--- config.mk ---
export PLATFORM = sky130hd
export DESIGN_NAME = spdenc_encoder
export DESIGN_NICKNAME = d
export VERILOG_FILES = /design/src/pkg/spdenc_pkg.sv /design/src/design/spdenc_encoder.sv /design/src/design/spdenc_line.sv
export SDC_FILE = /design/constraint.sdc
export NUM_CORES = 1
export LEC_CHECK = 0
export BUFFER_PORTS_ARGS = -buffer_cell sky130_fd_sc_hd__buf_2
export CELL_PAD_IN_SITES_DETAIL_PLACEMENT = 1
export CELL_PAD_IN_SITES_GLOBAL_PLACEMENT = 1
export CORE_MARGIN = 8
export CORE_UTILIZATION = 43
export CTS_BUF_LIST = sky130_fd_sc_hd__clkbuf_16
export CTS_CLUSTER_SIZE = 10
export DETAILED_ROUTE_END_ITERATION = 6
export HOLD_SLACK_MARGIN = 0.08
export PLACE_DENSITY_LB_ADDON = 0.1
export SKIP_CTS_REPAIR_TIMING = 1
export SYNTH_ARGS = -nofsm -noshare
export SYNTH_HDL_FRONTEND = slang
export SYNTH_SLANG_ARGS = --single-unit
--- constraint.sdc ---
create_clock -name CLK_I -period 4.4 [get_ports CLK_I]
set_clock_uncertainty 0.15 [all_clocks]
set_input_delay 0.88 -clock CLK_I [delete_from_list [all_inputs] [get_ports CLK_I]]
set_output_delay 0.88 -clock CLK_I [all_outputs]
set_load 0.005 [all_outputs]
--- src/pkg/spdenc_pkg.sv ---
// package: offsets, fields, reset values and types of the subframe encoder
package spdenc_pkg;

  // ************************************************************
  // register offsets (byte addresses)
  // ************************************************************
  localparam logic [7:0] OFS_CTRL   = 8'h00;
  localparam logic [7:0] OFS_STAT   = 8'h04;
  localparam logic [7:0] OFS_LEFT   = 8'h08;
  localparam logic [7:0] OFS_RIGHT  = 8'h0c;
  localparam logic [7:0] OFS_SIDE   = 8'h10;
  localparam logic [7:0] OFS_CHST_A = 8'h40;
  localparam logic [7:0] OFS_CHST_B = 8'h60;

  // ************************************************************
  // reset values, field positions, counts
  // ************************************************************
  localparam logic [31:0] CTRL_RST       = 32'h0000_0602;
  localparam int unsigned STAT_UNDER_BIT = 1;
  localparam int unsigned BLOCK_FRAMES   = 192;
  localparam int unsigned CHST_BITS      = 192;
  localparam int unsigned CHST_WORDS     = 6;
  localparam logic [6:0]  UI_FRAME_LAST  = 7'h7f;
  localparam logic [6:0]  UI_SUB_LAST    = 7'h3f;
  localparam logic [5:0]  UI_DATA_FIRST  = 6'h08;
  localparam logic [4:0]  WIDTH_24       = 5'h18;
  localparam logic [4:0]  WIDTH_20       = 5'h14;
  localparam logic [4:0]  SLOT_VALID     = 5'h1c;
  localparam logic [4:0]  SLOT_USER      = 5'h1d;
  localparam logic [4:0]  SLOT_CHST      = 5'h1e;
  localparam logic [4:0]  SLOT_PARITY    = 5'h1f;
  localparam logic [7:0]  PAT_X          = 8'he2;
  localparam logic [7:0]  PAT_Y          = 8'he4;
  localparam logic [7:0]  PAT_Z          = 8'he8;

  // ************************************************************
  // types
  // ************************************************************
  typedef enum logic [1:0] {
    PRE_X = 2'b00,
    PRE_Y = 2'b01,
    PRE_Z = 2'b11
  } spdenc_pre_t;

  typedef enum logic {
    RUN_IDLE   = 1'b0,
    RUN_ACTIVE = 1'b1
  } spdenc_run_t;

  typedef struct packed {
    logic [20:0] rsvd;
    logic [4:0]  width;
    logic        val_b;
    logic        val_a;
    logic        channel_status_buffer_enable;
    logic        single_channel_double_rate;
    logic        mode24;
    logic        enable;
  } spdenc_ctrl_t;

  typedef struct packed {
    logic [3:0] aux;
    logic       user;
    logic       valid;
  } spdenc_side_t;

  typedef struct packed {
    logic [23:0]  smp;
    spdenc_side_t side;
  } spdenc_chan_t;

  typedef struct packed {
    logic       line;
    logic       prev;
    logic [6:0] hist;
  } spdenc_line_st_t;

endpackage
--- src/design/spdenc_encoder.sv ---
// subframe encoder top: registers, frame sequencing and subframe assembly
`timescale 1ns/100ps
`default_nettype none

module spdenc_encoder #(
  parameter int unsigned BLOCK_FRAMES = spdenc_pkg::BLOCK_FRAMES
) (
  input  wire logic        CLK_I,
  input  wire logic        SYS_RST_I,
  input  wire logic [7:0]  AVS_ADDRESS_I,
  input  wire logic        AVS_READ_I,
  input  wire logic        AVS_WRITE_I,
  input  wire logic [31:0] AVS_WRITEDATA_I,
  input  wire logic [3:0]  AVS_BYTEENABLE_I,
  output logic [31:0]      AVS_READDATA_O,
  output logic             AVS_WAITREQUEST_O,
  output logic             TX_LINE_O
);

  if (BLOCK_FRAMES < 2 || BLOCK_FRAMES > spdenc_pkg::CHST_BITS) begin : g_bad
    $error("BLOCK_FRAMES out of range");
  end

  localparam logic [7:0] FRAME_LAST = 8'(BLOCK_FRAMES - 1);

  // ************************************************************
  // state
  // ************************************************************
  typedef struct packed {
    spdenc_pkg::spdenc_run_t  run;
    spdenc_pkg::spdenc_ctrl_t ctrl;
    logic [6:0]               ui;
    logic [7:0]               frame;
    spdenc_pkg::spdenc_chan_t hold_l;
    spdenc_pkg::spdenc_chan_t hold_r;
    spdenc_pkg::spdenc_chan_t work_l;
    spdenc_pkg::spdenc_chan_t work_r;
    logic                     pend;
    logic                     under;
    logic                     tog;
    logic                     ack;
    logic [31:0]              rdata;
    logic [1:0][spdenc_pkg::CHST_WORDS-1:0][31:0] chst;
  } spdenc_enc_st_t;

  spdenc_enc_st_t           s_q;
  spdenc_enc_st_t           s_d;
  logic                     acc;
  logic                     sel_smp;
  logic                     stall;
  logic                     done;
  logic                     wr;
  logic                     active;
  logic                     frame_end;
  logic                     sub;
  logic [2:0]               cs_idx;
  logic                     cs_hit_a;
  logic                     cs_hit_b;
  logic [31:0]              wmerge;
  logic [31:0]              rd_mux;
  logic [31:0]              word;
  spdenc_pkg::spdenc_chan_t cur;
  spdenc_pkg::spdenc_pre_t  pre;

  // ************************************************************
  // helpers
  // ************************************************************
  function automatic logic [31:0] be_merge(input logic [31:0] old,
                                           input logic [31:0] nw,
                                           input logic [3:0]  be);
    logic [31:0] r;
    r = old;
    for (int b = 0; b < 4; b++) begin
      if (be[b]) begin
        r[8*b +: 8] = nw[8*b +: 8];
      end
    end
    return r;
  endfunction

  function automatic logic [31:0] build(input spdenc_pkg::spdenc_chan_t ch,
                                        input spdenc_pkg::spdenc_ctrl_t c,
                                        input logic                     vov,
                                        input logic                     csb);
    logic [31:0] w;
    logic [4:0]  wid;
    logic [4:0]  cut;
    logic [23:0] s;
    w   = '0;
    wid = c.mode24 ? spdenc_pkg::WIDTH_24 : spdenc_pkg::WIDTH_20;
    if (c.width < wid) begin
      wid = c.width;
    end
    cut = spdenc_pkg::WIDTH_24 - wid;
    s   = ch.smp;
    for (int i = 0; i < 24; i++) begin
      if (5'(i) < cut) begin
        s[i] = 1'b0;
      end
    end
    if (c.mode24) begin
      w[27:4] = s;
    end else begin
      w[27:8] = s[23:4];
      w[7:4]  = ch.side.aux;
    end
    w[spdenc_pkg::SLOT_VALID]  = ch.side.valid | vov;
    w[spdenc_pkg::SLOT_USER]   = ch.side.user;
    w[spdenc_pkg::SLOT_CHST]   = csb;
    w[spdenc_pkg::SLOT_PARITY] = ^w[30:4];
    return w;
  endfunction

  // ************************************************************
  // bus slave
  // ************************************************************
  assign acc       = AVS_READ_I | AVS_WRITE_I;
  assign active    = (s_q.run == spdenc_pkg::RUN_ACTIVE);
  assign sel_smp   = (AVS_ADDRESS_I == spdenc_pkg::OFS_LEFT)
                   | (AVS_ADDRESS_I == spdenc_pkg::OFS_RIGHT);
  assign stall     = AVS_WRITE_I & sel_smp & s_q.pend & active;
  assign done      = acc & s_q.ack & ~stall;
  assign wr        = AVS_WRITE_I & done;
  assign wmerge    = AVS_WRITEDATA_I;
  assign cs_idx    = AVS_ADDRESS_I[4:2];
  assign cs_hit_a  = (AVS_ADDRESS_I[7:5] == spdenc_pkg::OFS_CHST_A[7:5])
                   & (cs_idx < 3'(spdenc_pkg::CHST_WORDS));
  assign cs_hit_b  = (AVS_ADDRESS_I[7:5] == spdenc_pkg::OFS_CHST_B[7:5])
                   & (cs_idx < 3'(spdenc_pkg::CHST_WORDS));
  assign AVS_WAITREQUEST_O = acc & ~done;
  assign AVS_READDATA_O    = s_q.rdata;

  always_comb begin
    rd_mux = '0;
    if (AVS_ADDRESS_I == spdenc_pkg::OFS_CTRL) begin
      rd_mux = s_q.ctrl;
    end else if (AVS_ADDRESS_I == spdenc_pkg::OFS_STAT) begin
      rd_mux = {21'h0, active, s_q.frame, s_q.under, s_q.pend};
    end else if (AVS_ADDRESS_I == spdenc_pkg::OFS_LEFT) begin
      rd_mux = {8'h0, s_q.hold_l.smp};
    end else if (AVS_ADDRESS_I == spdenc_pkg::OFS_RIGHT) begin
      rd_mux = {8'h0, s_q.hold_r.smp};
    end else if (AVS_ADDRESS_I == spdenc_pkg::OFS_SIDE) begin
      rd_mux = {20'h0, s_q.hold_r.side, s_q.hold_l.side};
    end else if (cs_hit_a) begin
      rd_mux = s_q.chst[0][cs_idx];
    end else if (cs_hit_b) begin
      rd_mux = s_q.chst[1][cs_idx];
    end
  end

  // ************************************************************
  // subframe assembly
  // ************************************************************
  assign sub       = s_q.ui[6];
  assign frame_end = active & (s_q.ui == spdenc_pkg::UI_FRAME_LAST);
  assign cur       = sub ? s_q.work_r : s_q.work_l;
  assign pre       = sub ? spdenc_pkg::PRE_Y
                   : (s_q.frame == 8'h00) ? spdenc_pkg::PRE_Z
                   : spdenc_pkg::PRE_X;
  assign word      = build(cur, s_q.ctrl,
                           s_q.ctrl.channel_status_buffer_enable
                           & (sub ? s_q.ctrl.val_b : s_q.ctrl.val_a),
                           s_q.chst[sub][s_q.frame[7:5]][s_q.frame[4:0]]);

  // ************************************************************
  // next state
  // ************************************************************
  always_comb begin
    s_d     = s_q;
    s_d.ack = acc & ~done;
    if (AVS_READ_I && !s_q.ack) begin
      s_d.rdata = rd_mux;
    end
    // frame sequencing, one unit interval per clock
    unique case (s_q.run)
      spdenc_pkg::RUN_IDLE: begin
        s_d.ui    = '0;
        s_d.frame = '0;
        if (s_q.ctrl.enable) begin
          s_d.run = spdenc_pkg::RUN_ACTIVE;
          if (s_q.pend) begin
            s_d.work_l = s_q.hold_l;
            s_d.work_r = s_q.hold_r;
            s_d.pend   = 1'b0;
          end
        end
      end
      spdenc_pkg::RUN_ACTIVE: begin
        if (!s_q.ctrl.enable) begin
          s_d.run   = spdenc_pkg::RUN_IDLE;
          s_d.ui    = '0;
          s_d.frame = '0;
        end else begin
          s_d.ui = s_q.ui + 7'h01;
          if (frame_end) begin
            s_d.frame = (s_q.frame == FRAME_LAST) ? 8'h00 : s_q.frame + 8'h01;
            if (s_q.pend) begin
              s_d.work_l = s_q.hold_l;
              s_d.work_r = s_q.hold_r;
              s_d.pend   = 1'b0;
            end
          end
        end
      end
    endcase
    // register writes
    if (wr) begin
      if (AVS_ADDRESS_I == spdenc_pkg::OFS_CTRL) begin
        s_d.ctrl      = be_merge(s_q.ctrl, wmerge, AVS_BYTEENABLE_I);
        s_d.ctrl.rsvd = '0;
      end else if (AVS_ADDRESS_I == spdenc_pkg::OFS_STAT) begin
        if (AVS_BYTEENABLE_I[0] && wmerge[spdenc_pkg::STAT_UNDER_BIT]) begin
          s_d.under = 1'b0;
        end
      end else if (AVS_ADDRESS_I == spdenc_pkg::OFS_LEFT) begin
        if (s_q.ctrl.single_channel_double_rate && s_q.tog) begin
          s_d.hold_r.smp = wmerge[23:0];
          s_d.pend       = 1'b1;
          s_d.tog        = 1'b0;
        end else begin
          s_d.hold_l.smp = wmerge[23:0];
          s_d.tog        = s_q.ctrl.single_channel_double_rate;
        end
      end else if (AVS_ADDRESS_I == spdenc_pkg::OFS_RIGHT) begin
        s_d.hold_r.smp = wmerge[23:0];
        s_d.pend       = 1'b1;
        s_d.tog        = 1'b0;
      end else if (AVS_ADDRESS_I == spdenc_pkg::OFS_SIDE) begin
        s_d.hold_l.side = wmerge[5:0];
        s_d.hold_r.side = wmerge[11:6];
      end else if (cs_hit_a) begin
        s_d.chst[0][cs_idx] = be_merge(s_q.chst[0][cs_idx], wmerge, AVS_BYTEENABLE_I);
      end else if (cs_hit_b) begin
        s_d.chst[1][cs_idx] = be_merge(s_q.chst[1][cs_idx], wmerge, AVS_BYTEENABLE_I);
      end
    end
    // missing pair at frame end: sticky, set wins over clear
    if (frame_end && s_q.ctrl.enable && !s_q.pend) begin
      s_d.under = 1'b1;
    end
  end

  always_ff @(posedge CLK_I) begin
    if (SYS_RST_I) begin
      s_q      <= '0;
      s_q.ctrl <= spdenc_pkg::CTRL_RST;
    end else begin
      s_q <= s_d;
    end
  end

  // ************************************************************
  // line coder
  // ************************************************************
  spdenc_line u_line (
    .clk_i    (CLK_I),
    .rst_i    (SYS_RST_I),
    .run_i    (active),
    .ui_sub_i (s_q.ui[5:0]),
    .bit_i    (word[s_q.ui[5:1]]),
    .pre_i    (pre),
    .line_o   (TX_LINE_O)
  );
endmodule

`default_nettype wire

--- src/design/spdenc_line.sv ---
// line coder: preambles and bi-phase mark for one subframe position per clock
`timescale 1ns/100ps
`default_nettype none

module spdenc_line (
  input  wire logic                     clk_i,
  input  wire logic                     rst_i,
  input  wire logic                     run_i,
  input  wire logic [5:0]               ui_sub_i,
  input  wire logic                     bit_i,
  input  wire spdenc_pkg::spdenc_pre_t  pre_i,
  output logic                          line_o
);

  // ************************************************************
  // state
  // ************************************************************
  spdenc_pkg::spdenc_line_st_t s_q;
  spdenc_pkg::spdenc_line_st_t s_d;
  logic [7:0]                  pat;
  logic                        base;

  always_comb begin
    unique case (pre_i)
      spdenc_pkg::PRE_X: pat = spdenc_pkg::PAT_X;
      spdenc_pkg::PRE_Y: pat = spdenc_pkg::PAT_Y;
      spdenc_pkg::PRE_Z: pat = spdenc_pkg::PAT_Z;
      default:           pat = spdenc_pkg::PAT_X;
    endcase
  end

  // ************************************************************
  // next line state
  // ************************************************************
  always_comb begin
    s_d      = s_q;
    base     = (ui_sub_i == 6'h00) ? s_q.line : s_q.prev;
    s_d.hist = {s_q.hist[5:0], s_q.line};
    if (!run_i) begin
      s_d.line = 1'b0;
      s_d.prev = 1'b0;
    end else if (ui_sub_i < spdenc_pkg::UI_DATA_FIRST) begin
      // preamble state, complemented after a high state
      s_d.line = pat[3'h7 - ui_sub_i[2:0]] ^ base;
      if (ui_sub_i == 6'h00) begin
        s_d.prev = s_q.line;
      end
    end else if (!ui_sub_i[0]) begin
      s_d.line = ~s_q.line;
    end else begin
      s_d.line = s_q.line ^ bit_i;
    end
  end

  always_ff @(posedge clk_i) begin
    if (rst_i) begin
      s_q <= '0;
    end else begin
      s_q <= s_d;
    end
  end

  assign line_o = s_q.line;
endmodule

`default_nettype wire

Word level (Yosys, flattened, before mapping)
Index checks and enable logic that the tools add are counted.
W data, S select, Z words.
Word-level totals
  flip-flop bits (word level): 569
  output and inout bits: 34
  word-level logic and storage cells: 308
  input port bits: 48
Cells by class
  add/subtract/negate cells: 4
  reductions and logical operators: 27
  bitwise logic cells: 27
  $lt $le $gt $ge: 34
  multiplexer cells: 154
  eq/ne operators: 16
Operators by type and width (count)
  $mux W8: 70
  $bwmux W192: 2
  $mux W192: 2
  $mux W32: 11
  $bmux W32 S3: 3
  $mux W61: 4
  $pmux W61 S2: 1
  $demux W32 S3: 1
  $mux W24: 3
  $mux W1: 43
  $lt A4 B5 Y1 const A: 8
  $lt A5 B5 Y1 const A: 8
  $mux W30: 1
  $pmux W15 S2: 1
  $reduce_xor A27 Y1: 1
  $lt A3 B5 Y1 const A: 4
  $eq A8 B4 Y1 const B: 2
  $logic_not A8 Y1: 2
  $mux W15: 1
  $lt A3 B4 Y1 const B: 3
  $lt A5 B6 Y1 const B: 2
  $and A1 B1 Y1: 11
  $not A1 Y1: 11
  $bmux W1 S5: 2
  other kinds (40): 65

Depth between registers and ports, before layout
  depth in word-level cells: 13
  depth in mapped cells: 22
  depth with buffers taken out: 20

Modules after synthesis
From an unflattened synthesis, not the netlist that was laid out.
Second synthesis, totals
  cells, all modules: 3506
  area total of the unflattened synthesis: 28846.4 sq um
By module, submodules not included
  spdenc_encoder: cells each 3487, area an instance 28695.0 sq um, instances 1
  spdenc_line: cells each 19, area an instance 151.4 sq um, instances 1

Worst setup path before layout
OpenSTA, ideal clock, no wires.
  kind: register to register
  start: reg s_q[556] (netlist bit)
  end: reg u_line.s_q (netlist bit u_line.line_o)
  slack: -0.411 ns
  arrival time: 4.591 ns
  library setup time: 0.070 ns
  clock period less this slack: 4.811 ns
  buffers on the path: 1
  required time: 4.180 ns
  cell stages (with the launch flop): 21
  cells stage by stage: dfxtp_1 > buf_4 > inv_1 > ha_1 > o21ai_2 > o21a_1 > inv_1 > ha_1 > nand2b_1 > a21o_1 > o2111ai_1 > o32ai_1 > xnor3_1 > xnor2_1 > xnor2_1 > xnor3_1 > a311o_1 > a31oi_2 > nor3_1 > or3b_1 > a21oi_1
Between the ends
  cells in the longest elaborated chain, start to end: 13
  elaborated cells between the ends (all ways): 59
Ends and longest elaborated chain
  start: declaration: RTL line spdenc_encoder.sv:46  | spdenc_enc_st_t s_q;
  $mux W4: RTL line spdenc_encoder.sv:90  | wid = c.mode24 ? spdenc_pkg::WIDTH_24 : spdenc_pkg::WIDTH_20;
  $lt A5 B5 Y1: RTL line spdenc_encoder.sv:91  | if (c.width < wid) begin
  $mux W5: RTL line spdenc_encoder.sv:91
  $sub A5 B5 Y5: RTL line spdenc_encoder.sv:94  | cut = spdenc_pkg::WIDTH_24 - wid;
  $lt A1 B5 Y1 or $lt A2 B5 Y1 (tied branches): RTL line spdenc_encoder.sv:97  | if (5'(i) < cut) begin
  $mux W1: RTL line spdenc_encoder.sv:97
  $mux W4: RTL line spdenc_encoder.sv:101  | if (c.mode24) begin
  $reduce_xor A27 Y1: RTL line spdenc_encoder.sv:110  | w[spdenc_pkg::SLOT_PARITY] = ^w[30:4];
  $bmux W1 S5 (*): RTL line spdenc_encoder.sv:261  | .bit_i (word[s_q.ui[5:1]]),
  $mux W1 (implied by the code) (*): RTL line spdenc_encoder.sv:261
  $xor A1 B1 Y1 (*): RTL line spdenc_line.sv:51  | s_d.line = s_q.line ^ bit_i;
  $mux W1 (*): RTL line spdenc_line.sv:48  | end else if (!ui_sub_i[0]) begin
  $mux W1 (*): RTL line spdenc_line.sv:42  | end else if (ui_sub_i < spdenc_pkg::UI_DATA_FIRST) begin
  end signal: assignment: RTL line spdenc_line.sv:57  | s_q <= '0;
  end signal: assignment: RTL line spdenc_line.sv:59  | s_q <= s_d;
  end: declaration: RTL line spdenc_line.sv:18  | spdenc_pkg::spdenc_line_st_t s_q;
Mark *: on every way between the ends. The rest lies on a longest branch, timed or not. The select of a mux whose other input is x is not followed.
A chain may end at the register's enable or synchronous reset.

Worst setup path after layout
Ends and elaborated chain as after synthesis.

==> out/qor.txt <==
Die Span Y - 277 um
Synth top area share - 38.9%
Library cells used by synthesis - 76
Number of global-route vias before repair - 28,645
Slew headroom - 35.7%
Final HPWL DP - 75,500 um
Main synth FF type - dfxtp_1
CTS tree - done
H-tree Lvls - 3
DR vias/cell - 6.06
Port Buffers - 81
Hold path cells - 2
Cell taking the most area after synthesis - dfxtp_1
CP max-delay cell - xnor3_1
Fin crit period - 4.59 ns
Layout Nets - 3,699
Final Cycle Share - 104%
Total of warnings raised by yosys - 0
Mapped Nets - 3,710
FILL cells - 8,015
Top Ports - 82
Final Hold Fails - 0
Status - finished, violations left
# setup viols final - 1
Post-detailed-route count of antenna-violating nets - 0
Max clock buf depth - 3
Failing checks - negative setup slack
Ranking of synthesized cells by area - dfxtp_1 (39%), nor2_1 (11%), a21oi_1 (10%)
Clk pin slew, worst setup/hold paths - 0.06 ns
Total GRT Usage - 28.4%
DRC - 0
Clk root buf - clkbuf_16
Arrival time worst endpoint - 4.96 ns
Static leakage - 11.7 nW
Via count - 27,588
Mapped Cells - 3,656
Synth Register Bits - 569
Crit Path Class - reg -> reg
Post-Route Utilization - 49.3%
Average wire per standard cell - 24.8 um
Avg Cell Area, Syn - 8.01 um^2
Worst vdd ir - 0.000255 V
Post-synth EDFFs - 0
First-pass GRT wire length - 173,000 um
Largest net degree at the start of global routing - 151
Slew of the pin with the lowest slew margin - 0.963 ns
Critical-path maximum fanout - 7
FF/Latch Area - 11,400 um^2
Critical Path Start Type - register
Pwr dens - 331 nW/um^2
DR iter-0 viols - 2,182
Initial DRT Pass Iterations - 7
Worst skew pair latency - 0.61 ns
Multi-input gate area - 16,500 um^2
Worst-path cell chain - inv_4 -> ha_4 -> o21ai_4 -> o21a_1 -> inv_2 -> ha_4 -> or3_4 -> a21oi_2 -> o211ai_1 -> xor2_1 -> xnor2_1 -> xnor3_1 -> xnor2_1 -> xnor3_1 -> a311o_1 -> a31oi_2 -> nor3_1 -> or3b_1 -> a21oi_1
Most frequent cells in the layout - nor2_1 (891), a21oi_1 (587), dfxtp_1 (564)
Min-Delay Path Class - reg -> reg
CTS Buf Count - 70
Core area - 67,300 um^2
Fmax - 218 MHz
Total of max-cap violations - 0
CP Capture Type - register
Die area - 76,700 um^2
GRT overflow - 0
R2R depth - 19
Commonest non-fill, non-tap cell in the layout - nor2_1
Post-synthesis async set-or-reset flop share - 0%
Row count - 95
# clock sinks - 569
Total power - 11.0 mW
Setup WS post-layout - -0.187 ns
Worst endpoint required time - 4.77 ns
Wirelength, routed - 113,000 um
RSZ-0062 raised after global routing - true
Area Growth Syn to Fin - 13.3%
RD Place Congestion - 0.890
Ratio of cells with drive above 1 in the final layout - 14.0%
Synthesized cell area - 29,300 um^2
Ant. Diodes - 0
Register area share after synthesis - 38.9%
Initial Utilization - 43.5%
CP peak stage delay - 0.43 ns
Initial antenna violation count - 1
Final Max Slew Viols - 0
Die Wd - 277 um
## flip-flops by register name (all words and copies together) (netlist names)
name	count
s_q	534
u_line.line_o	1
u_line.s_q	1
active	1
AVS_READDATA_O	32
## Yosys cell counts (5+ instances only)
| cell | number |
|---|---|
| a2111oi_0 | 5 |
| a211o_1 | 5 |
| a211oi_1 | 11 |
| a21bo_2 | 16 |
| a21oi_1 | 588 |
| a222oi_1 | 6 |
| a22oi_1 | 10 |
| and2_1 | 5 |
| and3_1 | 7 |
| buf_1 | 26 |
| buf_2 | 10 |
| buf_4 | 45 |
| buf_6 | 17 |
| clkbuf_1 | 229 |
| dfxtp_1 | 569 |
| ha_1 | 6 |
| inv_1 | 18 |
| mux2i_1 | 227 |
| mux4_2 | 116 |
| nand2_1 | 385 |
| nand2b_1 | 42 |
| nand3_1 | 19 |
| nand3b_1 | 7 |
| nor2_1 | 893 |
| nor2b_1 | 21 |
| nor3_1 | 20 |
| nor4_1 | 7 |
| o211ai_1 | 17 |
| o21ai_0 | 108 |
| o21ai_1 | 51 |
| o221ai_1 | 13 |
| o22ai_1 | 39 |
| or4_1 | 5 |
| xnor2_1 | 16 |
| xor2_1 | 14 |
## logic make-up after synthesis
logic type	count (synthesis)	share of synthesized area [%]
compound gates	923	17.7
simple gates	1432	19.7
buf+inv	345	5.48
flops	569	38.9
mux	348	16.9
fa+ha+maj	6	0.256
xor+xnor	33	1.13
## stage by stage
stage / TNS, ns / cell area [um^2] / hold WS [ns] / std cells / setup slack (ns)
final: -0.187 / 33200 / 0.303 / 4549 / -0.187
after global routing: -0.315 / 33200 / 0.318 / 4549 / -0.315
after CTS: -0.257 / 33200 / 0.306 / 4548 / -0.257
after detailed placement: -0.202 / 31200 / 0.297 / 4445 / -0.202
after global placement: -0.0763 / 31200 / 0.291 / 4445 / -0.0763
after floorplan: -0.0884 / 29400 / 0.281 / 3656 / -0.0884
## worst paths after layout
check,slack (ns),end,start
max,-0.19,u_line.line_o,s_q[556]
min,0.30,AVS_READDATA_O[11],AVS_READDATA_O[11]
min reg2reg,0.30,AVS_READDATA_O[11],AVS_READDATA_O[11]
max reg2reg,-0.19,u_line.line_o,s_q[556]
## routing by layer
layer / GRT usage, % / up-vias / routed length (um)
li1: - / 12574 / -
met1: 36.1 / 13795 / 47400
met2: 48.0 / 954 / 53800
met3: 5.02 / 263 / 7320
met4: 10.8 / 2 / 4220
met5: 0 / - / 13
## report_power, final
group	internal [mW]	total (mW)	switching (mW)
combinational	0.138	0.535	0.397
clock	3.04	5.29	2.25
sequential	5.16	5.17	0.00736
total	8.34	11.0	2.65
## area by class of cell
class / count / area share (%)
clock buffers: 74 / 5.58
well taps: 873 / 3.29
multi-input cells: 2742 / 49.7
inverters: 18 / 0.211
clock inverters: 29 / 0.479
repair buffers: 244 / 6.41
flip-flops and latches: 569 / 34.4
## critical path, delay by kind of cell (launching register included)
| family | cells | cell delay [ns] |
|---|---|---|
| adder cells (fa/ha/maj) | 2 | 0.41 |
| AND/OR/NAND/NOR | 3 | 0.83 |
| AO/OA/AOI/OAI | 7 | 1.27 |
| flip-flops | 1 | 0.35 |
| XOR/XNOR | 5 | 1.38 |
| buffers and inverters | 2 | 0.11 |
No activity file was read; power rests on OpenSTA's default activity.
